--- config.mk ---
export PLATFORM = sky130hd
export DESIGN_NAME = rlt_regs
export DESIGN_NICKNAME = d
export VERILOG_FILES = /design/src/verilog/rlt_pkg.sv /design/src/verilog/rlt_pattern_unit.sv /design/src/verilog/rlt_regs.sv
export SDC_FILE = /design/constraint.sdc
export NUM_CORES = 1
export LEC_CHECK = 0
export BUFFER_PORTS_ARGS = -buffer_cell sky130_fd_sc_hd__buf_2
export CORE_ASPECT_RATIO = 1.4
export CORE_MARGIN = 8
export CORE_UTILIZATION = 50
export CTS_CLUSTER_SIZE = 24
export DETAILED_ROUTE_END_ITERATION = 7
export GPL_TIMING_DRIVEN = 0
export PLACE_DENSITY = 0.89
export SKIP_CTS_REPAIR_TIMING = 1
export SLEW_MARGIN = 20
export SYNTH_ARGS = -nofsm -noshare
export SYNTH_HDL_FRONTEND = slang
export SYNTH_SLANG_ARGS = --single-unit
--- constraint.sdc ---
create_clock -name clk_sys_i -period 3.6 [get_ports clk_sys_i]
set_input_delay 0.18 -clock clk_sys_i [delete_from_list [all_inputs] [get_ports clk_sys_i]]
set_output_delay 0.18 -clock clk_sys_i [all_outputs]
set_load 0.01 [all_outputs]
--- src/verilog/rlt_pkg.sv ---
// package of the link template register bank: register indices, field
// positions, reset values, pattern constants and the carrier structs.
// assumes a 32-bit apb master and a link core with plain control/status ports.
package rlt_pkg;

  // ****************************************
  // register map (word index, byte address = 4 * index)
  // ****************************************
  localparam int unsigned RLT_AW = 16;
  localparam logic [11:0] IDX_CTRL_RATE    = 12'h0800;
  localparam logic [11:0] IDX_CTRL_IND     = 12'h0801;
  localparam logic [11:0] IDX_CTRL_EN      = 12'h0802;
  localparam logic [11:0] IDX_CTRL_PTR     = 12'h0803;
  localparam logic [11:0] IDX_CTRL_RST     = 12'h0804;
  localparam logic [11:0] IDX_ERR_FLAGS    = 12'h0805;
  localparam logic [11:0] IDX_RATE_STAT    = 12'h0806;
  localparam logic [11:0] IDX_L1_STAT      = 12'h0807;
  localparam logic [11:0] IDX_VERSION      = 12'h0808;
  localparam logic [11:0] IDX_PTR_STAT     = 12'h0809;
  localparam logic [11:0] IDX_HDLC_STAT    = 12'h080a;
  localparam logic [11:0] IDX_STARTUP_STAT = 12'h080b;
  localparam logic [11:0] IDX_TEST_CTRL    = 12'h080c;
  localparam logic [11:0] IDX_LOOP_ERR     = 12'h080d;
  localparam logic [11:0] IDX_IRQ_STAT     = 12'h0820;
  localparam logic [11:0] IDX_IRQ_MASK     = 12'h0821;

  // ****************************************
  // field layout and reset values
  // ****************************************
  localparam logic [7:0] CTRL_RESET    = 8'h00;
  localparam logic [7:0] MASK_RATE     = 8'h13;
  localparam logic [7:0] MASK_IND      = 8'h03;
  localparam logic [7:0] MASK_EN       = 8'h3f;
  localparam logic [7:0] MASK_PTR      = 8'h3f;
  localparam logic [7:0] MASK_RST      = 8'h01;
  localparam logic [7:0] MASK_TEST     = 8'h83;
  localparam logic [3:0] MASK_IRQ      = 4'h0f;
  localparam int unsigned FORCE_BIT    = 4;
  localparam int unsigned CORE_RST_BIT = 7;
  localparam int unsigned SHORT_BIT    = 1;
  localparam int unsigned ROLE_BIT     = 0;
  localparam logic [1:0] RATE_614      = 2'h0;
  localparam logic [1:0] RATE_1228     = 2'h1;
  localparam logic [1:0] RATE_2457     = 2'h2;
  localparam int unsigned IRQ_W        = 4;
  localparam int unsigned IRQ_FRAME    = 0;
  localparam int unsigned IRQ_SIGNAL   = 1;
  localparam int unsigned IRQ_VERSION  = 2;
  localparam int unsigned IRQ_CHECK    = 3;

  // ****************************************
  // pattern channels
  // ****************************************
  localparam int unsigned NUM_CH    = 4;
  localparam int unsigned CH_FAST   = 0;
  localparam int unsigned CH_SAMPLE = 1;
  localparam int unsigned CH_VENDOR = 2;
  localparam int unsigned CH_SLOW   = 3;
  localparam logic [7:0] PAT_SEED   = 8'h01;
  localparam logic [7:0] PAT_STEP   = 8'h01;

  typedef struct packed {
    logic [1:0] max_rate;
    logic       force_startup_idle;
    logic       tx_sap_defect_ind;
    logic       tx_remote_alarm_ind;
    logic       tx_frame_number_clear_en;
    logic       tx_hyperframe_clear_en;
    logic [3:0] slow_cm_rate_en;
    logic [5:0] tx_fast_cm_pointer;
    logic       tx_reset_req_or_ack;
    logic       core_reset;
    logic       short_timing_select;
    logic       controller_role_select;
  } rlt_core_ctrl_t;

  typedef struct packed {
    logic       rx_frame_lost;
    logic       rx_signal_lost;
    logic       version_mismatch;
    logic       processor_irq;
    logic [3:0] eth_fifo_flags;
    logic [1:0] rate_mode;
    logic [4:0] remote_l1_bits;
    logic [7:0] remote_protocol_version;
    logic [5:0] remote_fast_cm_pointer;
    logic [2:0] remote_slow_cm_rate;
    logic [2:0] slow_cm_rate;
    logic [2:0] link_startup_state;
  } rlt_core_stat_t;

  typedef struct packed {
    logic       tx_take;
    logic       rx_valid;
    logic [7:0] rx_word;
  } rlt_stream_in_t;

  typedef struct packed {
    logic [7:0] gen;
    logic [7:0] expect_word;
    logic       err;
  } rlt_pat_state_t;

  typedef struct packed {
    logic [7:0]       ctrl_rate;
    logic [7:0]       ctrl_ind;
    logic [7:0]       ctrl_en;
    logic [7:0]       ctrl_ptr;
    logic [7:0]       ctrl_rst;
    logic [7:0]       test_ctrl;
    logic [IRQ_W-1:0] irq_mask;
    logic [IRQ_W-1:0] irq_stat;
    logic [IRQ_W-1:0] ev_prev;
    rlt_core_ctrl_t   core;
    logic [31:0]      prdata;
    logic             pready;
    logic             pslverr;
    logic             irq;
  } rlt_state_t;

  // next word of a pattern: prbs (x^8+x^6+x^5+x^4+1) or counter
  function automatic logic [7:0] rlt_next_word(input logic prbs, input logic [7:0] w);
    return prbs ? {w[6:0], w[7] ^ w[5] ^ w[4] ^ w[3]} : 8'(w + PAT_STEP);
  endfunction

  // maximum rate code: both upper codes select the top rate
  function automatic logic [1:0] rlt_rate_code(input logic [1:0] sel);
    return (sel == RATE_614) ? RATE_614 : ((sel == RATE_1228) ? RATE_1228 : RATE_2457);
  endfunction

endpackage

--- src/verilog/rlt_pattern_unit.sv ---
// one pattern generator and checker of the sample application.
// assumes tx_take and rx_valid are one-cycle strobes in the clk_sys_i domain.
`timescale 1ns/1ps
`default_nettype none
module rlt_pattern_unit import rlt_pkg::*; #(
  parameter bit PRBS = 1'b1
) (
  input  wire logic     clk_sys_i,
  input  wire logic     nrst_i,
  input  wire rlt_stream_in_t strm_i,
  output logic [7:0]    tx_word_o,
  output logic          err_o
);

  rlt_pat_state_t st_reg;
  rlt_pat_state_t st_next;

  // ****************************************
  // generator and checker
  // ****************************************
  // generator advances per taken word, checker per received word
  always_comb begin
    st_next = st_reg;
    if (strm_i.tx_take) begin
      st_next.gen = rlt_next_word(PRBS, st_reg.gen);
    end
    if (strm_i.rx_valid) begin
      st_next.err         = (strm_i.rx_word != st_reg.expect_word);
      st_next.expect_word = rlt_next_word(PRBS, st_reg.expect_word);
    end
  end

  // state register
  always_ff @(posedge clk_sys_i or negedge nrst_i) begin
    if (!nrst_i) begin
      st_reg <= '{gen: PAT_SEED, expect_word: PAT_SEED, err: 1'b0};
    end else begin
      st_reg <= st_next;
    end
  end

  assign tx_word_o = st_reg.gen;
  assign err_o     = st_reg.err;
endmodule
`default_nettype wire

--- src/verilog/rlt_regs.sv ---
// link template register bank: apb slave, control ports to the link core,
// status sampling, pattern channels and an interrupt.
// assumes a 40 MHz clk_sys_i, status inputs synchronous to it, apb on the same clock.
//
// Contract
// - rate field 00/01/1x selects 614.4, 1228.8, 2457.6 MHz maximum line rate.
// - writing force bit zero to one forces startup machine into standby.
// - control register 1 bits 1:0 drive transmitted defect and alarm indications.
// - control register 2 bits 5:0 enable frame, hyperframe resets and HDLC rates.
// - control register 3 bits 5:0 supply transmitted Ethernet channel pointer.
// - control register 4 bit 0 drives reset request or acknowledge.
// - error register shows frame, signal, version, interrupt and FIFO flags.
// - status register 0 bits 1:0 show the negotiated line rate.
// - status register 1 shows loss flags and received Z.130.0 bits.
// - version register shows the received protocol version byte.
// - status register 2 bits 5:0 show received Ethernet pointer.
// - status register 3 shows received HDLC rate 6:4, negotiated 2:0.
// - test control bit 7 resets the link core.
// - test bit 1 selects short timing, bit 0 selects controller role.
// - loopback error bits 3:0 flag HDLC, vendor, IQ, Ethernet mismatches.
// - pseudo-random patterns generated and checked on both C&M channels.
// - numbered words generated and checked on IQ and vendor channels.
// - all software storage lives here, driving and sampling core ports.
//
// Added by the designer: the APB interface to the registers.
`timescale 1ns/1ps
`default_nettype none
module rlt_regs import rlt_pkg::*; (
  input  wire logic              clk_sys_i,
  input  wire logic              nrst_i,
  // apb slave
  input  wire logic              psel_i,
  input  wire logic              penable_i,
  input  wire logic              pwrite_i,
  input  wire logic [RLT_AW-1:0] paddr_i,
  input  wire logic [31:0]       pwdata_i,
  output logic [31:0]            prdata_o,
  output logic                   pready_o,
  output logic                   pslverr_o,
  // link core
  output rlt_core_ctrl_t         core_ctrl_o,
  input  wire rlt_core_stat_t    core_stat_i,
  // pattern channels
  input  wire rlt_stream_in_t [NUM_CH-1:0] strm_i,
  output logic [NUM_CH-1:0][7:0] tx_word_o,
  // interrupt
  output logic                   irq_o
);

  rlt_state_t        st_reg;
  rlt_state_t        st_next;
  logic [NUM_CH-1:0] chk_err;
  logic [11:0]       idx;
  logic              addr_ok;
  logic              setup;
  logic              done;
  logic              wr_done;
  logic              rd_done;
  logic [IRQ_W-1:0]  ev_now;
  logic [IRQ_W-1:0]  ev_rise;

  // ****************************************
  // pattern generators and checkers
  // ****************************************
  // prbs on the control channels, counters on sample and vendor channels
  for (genvar c = 0; c < NUM_CH; c++) begin : g_ch
    rlt_pattern_unit #(
      .PRBS((c == CH_FAST) || (c == CH_SLOW))
    ) u_pat (
      .clk_sys_i(clk_sys_i),
      .nrst_i   (nrst_i),
      .strm_i   (strm_i[c]),
      .tx_word_o(tx_word_o[c]),
      .err_o    (chk_err[c])
    );
  end

  // ****************************************
  // bus decode
  // ****************************************
  // word-aligned index; upper address bits must be zero
  assign idx     = paddr_i[13:2];
  assign addr_ok = (paddr_i[1:0] == 2'h0) && (paddr_i[RLT_AW-1:14] == 2'h0);
  assign setup   = psel_i && !penable_i;
  assign done    = psel_i && penable_i && st_reg.pready;
  assign wr_done = done && pwrite_i && addr_ok;
  assign rd_done = done && !pwrite_i && addr_ok;

  // events that raise interrupt status bits
  assign ev_now  = {|chk_err, core_stat_i.version_mismatch, core_stat_i.rx_signal_lost,
                    core_stat_i.rx_frame_lost};
  assign ev_rise = ev_now & ~st_reg.ev_prev;

  // read data for an index; unknown index reads zero
  function automatic logic [8:0] read_mux(input logic [11:0] i, input rlt_state_t s,
                                          input rlt_core_stat_t cs, input logic [NUM_CH-1:0] ce);
    logic [7:0] d;
    logic       hit;
    d   = 8'h00;
    hit = 1'b1;
    unique case (i)
      IDX_CTRL_RATE:    d = s.ctrl_rate;
      IDX_CTRL_IND:     d = s.ctrl_ind;
      IDX_CTRL_EN:      d = s.ctrl_en;
      IDX_CTRL_PTR:     d = s.ctrl_ptr;
      IDX_CTRL_RST:     d = s.ctrl_rst;
      IDX_ERR_FLAGS:    d = {cs.rx_frame_lost, cs.rx_signal_lost, cs.version_mismatch,
                             cs.processor_irq, cs.eth_fifo_flags};
      IDX_RATE_STAT:    d = {6'h00, cs.rate_mode};
      IDX_L1_STAT:      d = {cs.rx_frame_lost, cs.rx_signal_lost, cs.version_mismatch,
                             cs.remote_l1_bits};
      IDX_VERSION:      d = cs.remote_protocol_version;
      IDX_PTR_STAT:     d = {2'h0, cs.remote_fast_cm_pointer};
      IDX_HDLC_STAT:    d = {1'b0, cs.remote_slow_cm_rate, 1'b0, cs.slow_cm_rate};
      IDX_STARTUP_STAT: d = {5'h00, cs.link_startup_state};
      IDX_TEST_CTRL:    d = s.test_ctrl;
      IDX_LOOP_ERR:     d = {4'h0, ce[CH_SLOW], ce[CH_VENDOR], ce[CH_SAMPLE], ce[CH_FAST]};
      IDX_IRQ_STAT:     d = {4'h0, s.irq_stat};
      IDX_IRQ_MASK:     d = {4'h0, s.irq_mask};
      default:          hit = 1'b0;
    endcase
    return {hit, d};
  endfunction

  // ****************************************
  // register next state
  // ****************************************
  always_comb begin
    logic [8:0] rd;
    rd      = read_mux(idx, st_reg, core_stat_i, chk_err);
    st_next = st_reg;

    // apb: answer one cycle after setup, data captured at setup
    st_next.pready  = setup;
    st_next.pslverr = setup && !(addr_ok && rd[8]);
    st_next.prdata  = (setup && addr_ok && !pwrite_i) ? {24'h00_0000, rd[7:0]} : 32'h0000_0000;

    // writes land only on control registers; status writes are dropped
    if (wr_done) begin
      unique case (idx)
        IDX_CTRL_RATE: st_next.ctrl_rate = pwdata_i[7:0] & MASK_RATE;
        IDX_CTRL_IND:  st_next.ctrl_ind  = pwdata_i[7:0] & MASK_IND;
        IDX_CTRL_EN:   st_next.ctrl_en   = pwdata_i[7:0] & MASK_EN;
        IDX_CTRL_PTR:  st_next.ctrl_ptr  = pwdata_i[7:0] & MASK_PTR;
        IDX_CTRL_RST:  st_next.ctrl_rst  = pwdata_i[7:0] & MASK_RST;
        IDX_TEST_CTRL: st_next.test_ctrl = pwdata_i[7:0] & MASK_TEST;
        IDX_IRQ_MASK:  st_next.irq_mask  = pwdata_i[IRQ_W-1:0] & MASK_IRQ;
        default:       st_next.irq_mask  = st_reg.irq_mask;
      endcase
    end

    // sticky status: read clears, a new event in the same cycle wins
    if (rd_done && (idx == IDX_IRQ_STAT)) begin
      st_next.irq_stat = st_reg.irq_stat & ~st_reg.prdata[IRQ_W-1:0]; // only bits the read returned
    end
    st_next.irq_stat = st_next.irq_stat | ev_rise;
    st_next.ev_prev  = ev_now;
    st_next.irq      = |(st_next.irq_stat & st_next.irq_mask);

    // core control ports follow the stored fields
    st_next.core.max_rate                 = rlt_rate_code(st_next.ctrl_rate[1:0]);
    st_next.core.force_startup_idle       = st_next.ctrl_rate[FORCE_BIT]
                                            && !st_reg.ctrl_rate[FORCE_BIT];
    st_next.core.tx_sap_defect_ind        = st_next.ctrl_ind[1];
    st_next.core.tx_remote_alarm_ind      = st_next.ctrl_ind[0];
    st_next.core.tx_frame_number_clear_en = st_next.ctrl_en[5];
    st_next.core.tx_hyperframe_clear_en   = st_next.ctrl_en[4];
    st_next.core.slow_cm_rate_en          = st_next.ctrl_en[3:0];
    st_next.core.tx_fast_cm_pointer       = st_next.ctrl_ptr[5:0];
    st_next.core.tx_reset_req_or_ack      = st_next.ctrl_rst[0];
    st_next.core.core_reset               = st_next.test_ctrl[CORE_RST_BIT];
    st_next.core.short_timing_select      = st_next.test_ctrl[SHORT_BIT];
    st_next.core.controller_role_select   = st_next.test_ctrl[ROLE_BIT];
  end

  // state register, holding every field software can write; checker flags are stored in the pattern units
  always_ff @(posedge clk_sys_i or negedge nrst_i) begin
    if (!nrst_i) begin
      st_reg <= '{ctrl_rate: CTRL_RESET, ctrl_ind: CTRL_RESET, ctrl_en: CTRL_RESET,
                  ctrl_ptr: CTRL_RESET, ctrl_rst: CTRL_RESET, test_ctrl: CTRL_RESET,
                  irq_mask: '0, irq_stat: '0, ev_prev: '0, core: '0,
                  prdata: 32'h0000_0000, pready: 1'b0, pslverr: 1'b0, irq: 1'b0};
    end else begin
      st_reg <= st_next;
    end
  end

  // outputs straight from the state register
  assign prdata_o    = st_reg.prdata;
  assign pready_o    = st_reg.pready;
  assign pslverr_o   = st_reg.pslverr;
  assign core_ctrl_o = st_reg.core;
  assign irq_o       = st_reg.irq;
endmodule
`default_nettype wire
==> results.toml, run 1 <==
[floorplan]
row_count = 49
initial_core_util_pct = 50.50
pin_count = 219
dieWidth_um = 111.5
core-area_mm2 = 0.01263
die_area_mm2 = 0.01668
die_height_um = 149.6

[grt]
grt_pass1_vias = 5394
antenna_found_initial = 0
grt_max_degree = 63
grt-ovfl-total = 0
grt_pass1_wl_um = 27120
grt_usage_pct = 19.96

[layout]
fin_area_mm2 = 0.008133
regArea_mm2 = 0.002888
layoutNonFillerInstCount = 961
fin_util_pct = 64.39
area_delta_synth_final_pct = 27.53
nFillCells = 991
multiInputGateArea_mm2 = 0.002818
drive_above_1_share_pct = 45.05
final_common_cell = "buf_2"
nets = 931
most-common-layout-cells = "buf_2 (161), dfrtp_1 (107), buf_4 (85), mux2_2 (60), xor2_1 (42)"
diodes = 0

[logic_synthesis]
postSynthCellCount = 586
synth_area_mm2 = 0.006377
synth_edf_count = 0
ys_ff_latch = 115
synth_ff_type = "dfrtp_1"
async_reset_ff_share_pct = 100.0
syn_avg_cell_area_um2 = 10.88
ys_warn_count = 0
synth_cell_types = 55
yosysSeqAreaShare_pct = 45.28

[clock_network]
clock_sinks = 115
htree_levels = 4
cts_tree = "built"
ctsLongestPathBuffers = 2
clk_latency_ns = 0.39
numCtsBuffers = 17
cts.root.buffer_cell = "clkbuf_16"
clkTransAtPathRegs_ns = 0.05

[sta]
hold_ws_ns = -0.002671
tightestPinTransition_ns = 0.5709
hold_viol = 1
timing.final.ws_setup_ns = 1.430
relSlewSlack_pct = 61.94
skew_ns = 0.008590
fmaxAchievable_ghz = 0.4609
setup_viol = 0
fin_crit_ns = 2.170
slew_violations = 0
rsz0062_at_grt = "false"
finalCritPeriodShare_pct = 60.27
setup-tns-final_ns = 0

[worst_setup_path]
crit_required_ns = 3.87
r2r_cells = 5
path_max_fanout = 9
path_cells = "buf_2 > or4b_4 > nor3_4 > nand3_1 > nor2_1 > mux2_2"
cp_slowest_stage_delay_ns = 0.59
crit_slowest_cell = "or4b_4"
critPathLaunchType = "input port"
end_kind = "register"
crit_type = "in -> reg"
worstPathArrival_ns = 2.44

[placement]
pre_cts_slack_ns = 1.064
port_buffers = 162
dp_hpwl_um = 12790
placed_cells = 925
place_congestion = 0.9864
place_area_mm2 = 0.007500

[routing]
wl_per_cell_um = 17.22
ant_nets = 0
vias = 5079
drtIter0Drc = 276
drc = 0
first_pass_iters = 7
drt-total-wl_um = 16550
routed_via_density = 5.285

[status]
outcome = "finished, violations left"
violations = "negative hold slack"

[power]
powerDensity_mw_per_mm2 = 635.3
vdd_ir_drop_max_uv = 513.5
p_leak_nw = 4.000
p_total_mw = 5.167

[hold_path]
hp-class = "in -> reg"
hold_depth = 2

[flow_run]
maxCapViolCount = 0
[cell type report]
| cell class | instances | area share (%) |
|---|---|---|
| Sequential cell | 115 | 35.51 |
| Multi-Input combinational cell | 377 | 34.65 |
| Timing Repair Buffer | 168 | 11.00 |
| Buffer | 106 | 8.815 |
| Clock buffer | 19 | 5.569 |
| Tap cell | 153 | 2.354 |
| Clock inverter | 12 | 1.600 |
| Inverter | 11 | 0.5077 |
[per-layer routing]
layer / share of wire, % / vias up / track usage [%] / routed length (µm)
met1: 36 / 2368 / 20.85 / 5963
li1: - / 2369 / - / -
met4: 3.2 / 0 / 8.963 / 530
met3: 9.0 / 49 / 7.020 / 1483
met2: 52 / 293 / 35.35 / 8568
met5: 0 / - / 0 / 0
[kinds of logic (layout without fill, tap and decap cells)]
kind of cell / Yosys count / after routing / synth area share, %
simple gates: 144 / 144 / 13.03
flops: 115 / 115 / 45.28
compound gates: 63 / 63 / 6.710
mux: 70 / 70 / 12.36
buf+inv: 117 / 316 / 11.89
fa+ha+maj: 4 / 4 / 0.7848
other cells: 1 / 24 / 0.05880
xor+xnor: 72 / 72 / 9.888
[worst max-delay path, delay by kind of cell]
kind                   cells  cell delay (ns)
buffers and inverters      1             0.10
multiplexers               1             0.38
AND/OR/NAND/NOR            4             1.77
[power breakdown]
group,internal (mW),switching [mW],leakage (nW)
clock network,1.05,0.573,0.285
logic,0.878,0.601,2.30
registers,1.67,0.390,1.41
[cells in the mapped netlist (3+ instances only)]
library cell  number  area share, %
nand3_1            9           0.71
nand2b_1           4           0.39
a32oi_1            4           0.55
mux2i_1            9            1.4
nor3_1             4           0.31
o21ai_0            8           0.63
o22ai_1            3           0.29
a31oi_1            8           0.78
nand2_1           24            1.4
mux2_2            60             11
xnor2_1           30            4.1
nor2_1            30            1.8
nor4_1            10           0.98
nor4b_1            3           0.41
clkbuf_1          18            1.1
dfrtp_1          107             42
nand4_1           15            1.5
ha_1               4           0.78
a21boi_0           3           0.35
dfstp_2            8            3.3
a22oi_1            5           0.59
xor2_1            42            5.8
nand3b_1           3           0.35
a41oi_1            4           0.55
nor3b_1            3           0.35
buf_1              3           0.18
and3_1             9           0.88
nor2b_1            6           0.59
buf_4             85             10
inv_1             11           0.65
or2_2              8           0.78
a21oi_1           15            1.2
[final timing paths]
check / slack (ns) / startpoint / endpoint
worst min register to register: 0.47 / g_ch[2].u_pat.tx_word_o[7] / g_ch[2].u_pat.tx_word_o[7]
max in group asynchronous: 2.56 / nrst_i / g_ch[3].u_pat.tx_word_o[0]
worst max-delay path: 1.43 / paddr_i[11] / st_reg[69]
worst max register to register: 1.45 / pready_o / st_reg[69]
worst min-delay path: -0.003 / strm_i[19] / g_ch[1].u_pat.tx_word_o[0]
min in group asynchronous: 0.31 / nrst_i / core_ctrl_o[3]
Power figures use the tool's default switching activity.
==> run 2: changes to the inputs <==
Settings changed: CORE_UTILIZATION 50 to 46, PLACE_DENSITY 0.89 to 0.86.
Clock period 3.6 ns to 1.8 ns, I/O delays scaled along.
==> run 2 against run 1 <==
  * The flow now finishes without violations
  * First-iteration DRC count shrank 8.7%
  * Die area is 7.6% higher
  * Setup slack lost 1.4 ns
  * Cell count up 4.8%
  * Sequential share of layout area down 0.96 points
  * Worst hold slack improved by 0.029 ns
  * Critical endpoint is now st_reg[75]
  * Largest power group unchanged
  * Total power increased by 110%
  * Sequential power up 100%
  * Critical path depth decreased by 1
  * Global-route usage decreased by 0.76 points
  * Utilization shrank 3.5 points
  * Combinational power up 100%
==> results.toml, run 2 (synthesis results as in run 1) <==
[sta]
tightestPinTransition_ns = 0.6283
hold_ws_ns = 0.02646
relSlewSlack_pct = 58.12
hold_viol = 0
fmaxAchievable_ghz = 0.5566
setup_viol = 0
finalCritPeriodShare_pct = 99.81
rsz0062_at_grt = "true"
slew_violations = 0
fin_crit_ns = 1.797
setup-tns-final_ns = 0
skew_ns = 0.008014

[routing]
drtIter0Drc = 252
routed_via_density = 5.141
vias = 5177
first_pass_iters = 5
ant_nets = 0
drt-total-wl_um = 17270
drc = 0
wl_per_cell_um = 17.15

[worst_setup_path]
path_max_fanout = 5
end_kind = "register"
cp_slowest_stage_delay_ns = 0.36
crit_type = "reg -> reg"
r2r_cells = 5
path_cells = "nand3_2 > nor3_4 > nand3_1 > nor2_2 > mux2_2"
worstPathArrival_ns = 2.08
crit_buf_inv = 0
critPathLaunchType = "register"
crit_slowest_cell = "dfrtp_1"
reg2reg_setup_slack_ns = 0.003
cp_top_family = "simple AND/OR/NAND/NOR gates"
r2r_start = "pready_o"
crit_required_ns = 2.08
r2r_end = "st_reg[75]"

[clock_network]
cts.root.buffer_cell = "clkbuf_16"
clock_sinks = 115
clkTransAtPathRegs_ns = 0.06
clk_latency_ns = 0.40
ctsLongestPathBuffers = 2
cts_tree = "built"
numCtsBuffers = 17
htree_levels = 4

[floorplan]
initial_core_util_pct = 46.48
core-area_mm2 = 0.01372
die_height_um = 155.3
die_area_mm2 = 0.01794
pin_count = 219
dieWidth_um = 115.5
row_count = 51

[layout]
drive_above_1_share_pct = 45.50
layoutNonFillerInstCount = 1007
diodes = 0
nFillCells = 1133
most-common-layout-cells = "buf_2 (161), dfrtp_1 (107), buf_4 (89), mux2_2 (60), xor2_1 (42)"
final_common_cell = "buf_2"
nets = 944
area_delta_synth_final_pct = 31.06

[placement]
place_congestion = 0.9349
port_buffers = 162
dp_hpwl_um = 13160
placed_cells = 957

[flow_run]
maxCapViolCount = 0

[hold_path]
holdCritStartpoint = "penable_i"
hp-class = "in -> reg"
min_to = "pready_o"
hold_depth = 3

[grt]
grt_pass1_vias = 5391
grt-ovfl-total = 0
antenna_found_initial = 0
grt_usage_pct = 19.21
grt_pass1_wl_um = 26930
grt_max_degree = 76

[power]
powerDensity_mw_per_mm2 = 1279
vdd_ir_drop_max_uv = 879.9
p_leak_nw = 4.078

[status]
outcome = "complete, no violations"
==> run 2: worst max path at each step <==
stage,start,endpoint,slack [ns],cells past startpoint
floorplan,paddr_i[11],core_ctrl_o[10],-0.03,5
global placement,nrst_i,g_ch[2].u_pat.st_reg[8],-0.76,1
detailed placement,paddr_i[2],irq_o,-0.54,7
CTS,pready_o,st_reg[68],-0.22,5
global route,pready_o,st_reg[75],-0.07,5
finish,pready_o,st_reg[75],0.003,5
==> run 2: power breakdown <==
| group | switching (mW) | leakage (nW) | internal (mW) | total [mW] |
|---|---|---|---|---|
| clock network | 1.22 | 0.289 | 2.36 | 3.58 |
| logic | 1.21 | 2.38 | 1.77 | 2.99 |
| registers | 0.779 | 1.41 | 3.35 | 4.12 |
==> run 2: final cells by class <==
type                            instances  area (µm²)  area share (%)
Tap cell                              185       231.5           2.769
Clock buffer                           20       446.7           5.344
Clock inverter                         12       180.2           2.156
Timing Repair Buffer                  181        1015           12.14
Sequential cell                       115        2888           34.55
Inverter                               11       41.29          0.4940
Multi-Input combinational cell        377        2834           33.91
Buffer                                106       721.9           8.638
==> run 2: through the flow <==
stage	worst slack (ns)	utilization (%)	power, mW	instance area (µm²)
finish	0.003461	60.92	10.69	8358
CTS	-0.2193	59.55	10.76	8170
global route	-0.07388	60.92	11.28	8358
floorplan	-0.03060	-	6.161	6467
global placement	-0.7564	54.74	6.985	7510
detailed placement	-0.5449	54.98	7.139	7543
==> run 2: metal layers <==
metal	up-vias	part of all wire (%)	global-route usage [%]
li1	2396	-	-
met1	2497	35	19.23
met2	241	53	34.72
met3	43	8.0	5.004
met4	0	3.5	11.06
met5	-	0	0
==> run 2: worst register-to-register path, stage by stage (launching register included) <==
cell and delay, ns:
dfrtp_1 0.36, nand3_2 0.12, nor3_4 0.26, nand3_1 0.28, nor2_2 0.29, mux2_2 0.36
==> run 3: changes to the inputs <==
Settings changed: CELL_PAD_IN_SITES_DETAIL_PLACEMENT set to 1, CELL_PAD_IN_SITES_GLOBAL_PLACEMENT set to 1, CORE_UTILIZATION 46 to 35, REMOVE_ABC_BUFFERS set to 1.
==> run 3 against run 2 <==
  * Die area is 27% higher
  * Maximum frequency up 0.95%
  * Critical path type unchanged
  * Clock skew shrank 0.00070 ns
  * Sequential power is essentially flat
==> results.toml, run 3 (synthesis results as in run 1) <==
[status]
outcome = "complete, no violations"

[clock_network]
ctsLongestPathBuffers = 2
numCtsBuffers = 17
htree_levels = 4
clock_sinks = 115
clkTransAtPathRegs_ns = 0.06
cts_tree = "built"
clk_latency_ns = 0.41
cts.root.buffer_cell = "clkbuf_16"

[layout]
area_delta_synth_final_pct = 22.68
drive_above_1_share_pct = 41.02
nFillCells = 2039
layoutNonFillerInstCount = 973
nets = 851
fin_util_pct = 43.65
fin_area_mm2 = 0.007824
final_common_cell = "buf_2"
most-common-layout-cells = "buf_2 (167), dfrtp_1 (107), mux2_2 (58), xor2_1 (42), xnor2_1 (30)"

[hold_path]
hp-class = "in -> reg"
holdCritStartpoint = "pwdata_i[2]"

[grt]
grt_pass1_vias = 5422
grt_pass1_wl_um = 29310
grt-ovfl-total = 0
grt_max_degree = 67
antenna_found_initial = 4
grt_usage_pct = 16.71

[sta]
skew_ns = 0.007311
fmaxAchievable_ghz = 0.5619
hold_viol = 0
setup_viol = 0
fin_crit_ns = 1.780
slew_violations = 0
finalCritPeriodShare_pct = 98.87
tightestPinTransition_ns = 0.7306
hold_ws_ns = 0.002410
timing.final.ws_setup_ns = 0.02038
rsz0062_at_grt = "true"
relSlewSlack_pct = 51.29

[routing]
drc = 0
vias = 4801
ant_nets = 0
drt-total-wl_um = 19140
drtIter0Drc = 208
wl_per_cell_um = 19.68
first_pass_iters = 4
routed_via_density = 4.934

[floorplan]
die_height_um = 175.7
core-area_mm2 = 0.01792
initial_core_util_pct = 35.58
die_area_mm2 = 0.02286
row_count = 58
pin_count = 219
dieWidth_um = 130.1

[worst_setup_path]
path_max_fanout = 6
crit_required_ns = 2.09
r2r_start = "pready_o"
end_kind = "register"
critPathLaunchType = "register"
timing.critical_path.from = "pready_o"
worstPathArrival_ns = 2.07
crit_type = "reg -> reg"

[placement]
placed_cells = 913
place_congestion = 0.8154
place_area_mm2 = 0.006927
dp_hpwl_um = 14370
pre_cts_slack_ns = -0.9609
port_buffers = 169

[power]
powerDensity_mw_per_mm2 = 1299
p_leak_nw = 3.659
vdd_ir_drop_max_uv = 789.1

[flow_run]
maxCapViolCount = 0
run 3: area by class of cell:
cell class / count / area, µm² / share of cell area [%]
antenna: 4 / 10.01 / 0.1279
clock buffer: 20 / 456.7 / 5.837
clock inverter: 12 / 155.1 / 1.983
inverter: 11 / 41.29 / 0.5277
multi-input combinational: 377 / 2858 / 36.53
sequential: 115 / 2888 / 36.91
tap: 240 / 300.3 / 3.838
timing repair buffer: 194 / 1115 / 14.25
run 3: critical path, cell delays in order (launching register included):
cell,delay [ns]
dfrtp_1,0.35
nand3_2,0.10
nor3_4,0.31
nand3_4,0.16
nor3b_4,0.25
buf_12,0.16
mux2_2,0.33
run 3: power by group:
part | switching (mW) | internal (mW) | total [mW] | leakage, nW
combinational | 1.18 | 1.36 | 2.54 | 1.96
clock | 1.26 | 2.25 | 3.51 | 0.285
sequential | 0.773 | 3.35 | 4.12 | 1.41
run 3: routing by layer:
| layer | share of wire, % | up-vias | GRT usage, % |
|---|---|---|---|
| met1 | 37 | 2420 | 17.82 |
| li1 | - | 2204 | - |
| met5 | 0 | - | 0 |
| met4 | 3.2 | 0 | 8.499 |
| met3 | 6.2 | 34 | 4.704 |
| met2 | 53 | 143 | 29.18 |
run 3: path summary, 6_finish.rpt:
| kind | cells past startpoint | slack, ns | to |
|---|---|---|---|
| max | 6 | 0.02 | st_reg[95] |
| min | 2 | 0.002 | core_ctrl_o[6] |
| max reg2reg | 6 | 0.02 | st_reg[95] |
| min reg2reg | 1 | 0.46 | g_ch[2].u_pat.tx_word_o[7] |
| max in group asynchronous | 3 | 0.86 | g_ch[0].u_pat.tx_word_o[0] |
| min in group asynchronous | 2 | 0.19 | g_ch[0].u_pat.st_reg[2] |
run 3: stage by stage:
| step | total power [mW] | TNS (ns) |
|---|---|---|
| after floorplan | 5.618 | -1.594 |
| after global placement | 6.499 | -108.81 |
| after detailed placement | 6.702 | -20.40 |
| after CTS | 10.26 | -6.140 |
| after global routing | 10.75 | -0.2769 |
| final | 10.16 | 0 |
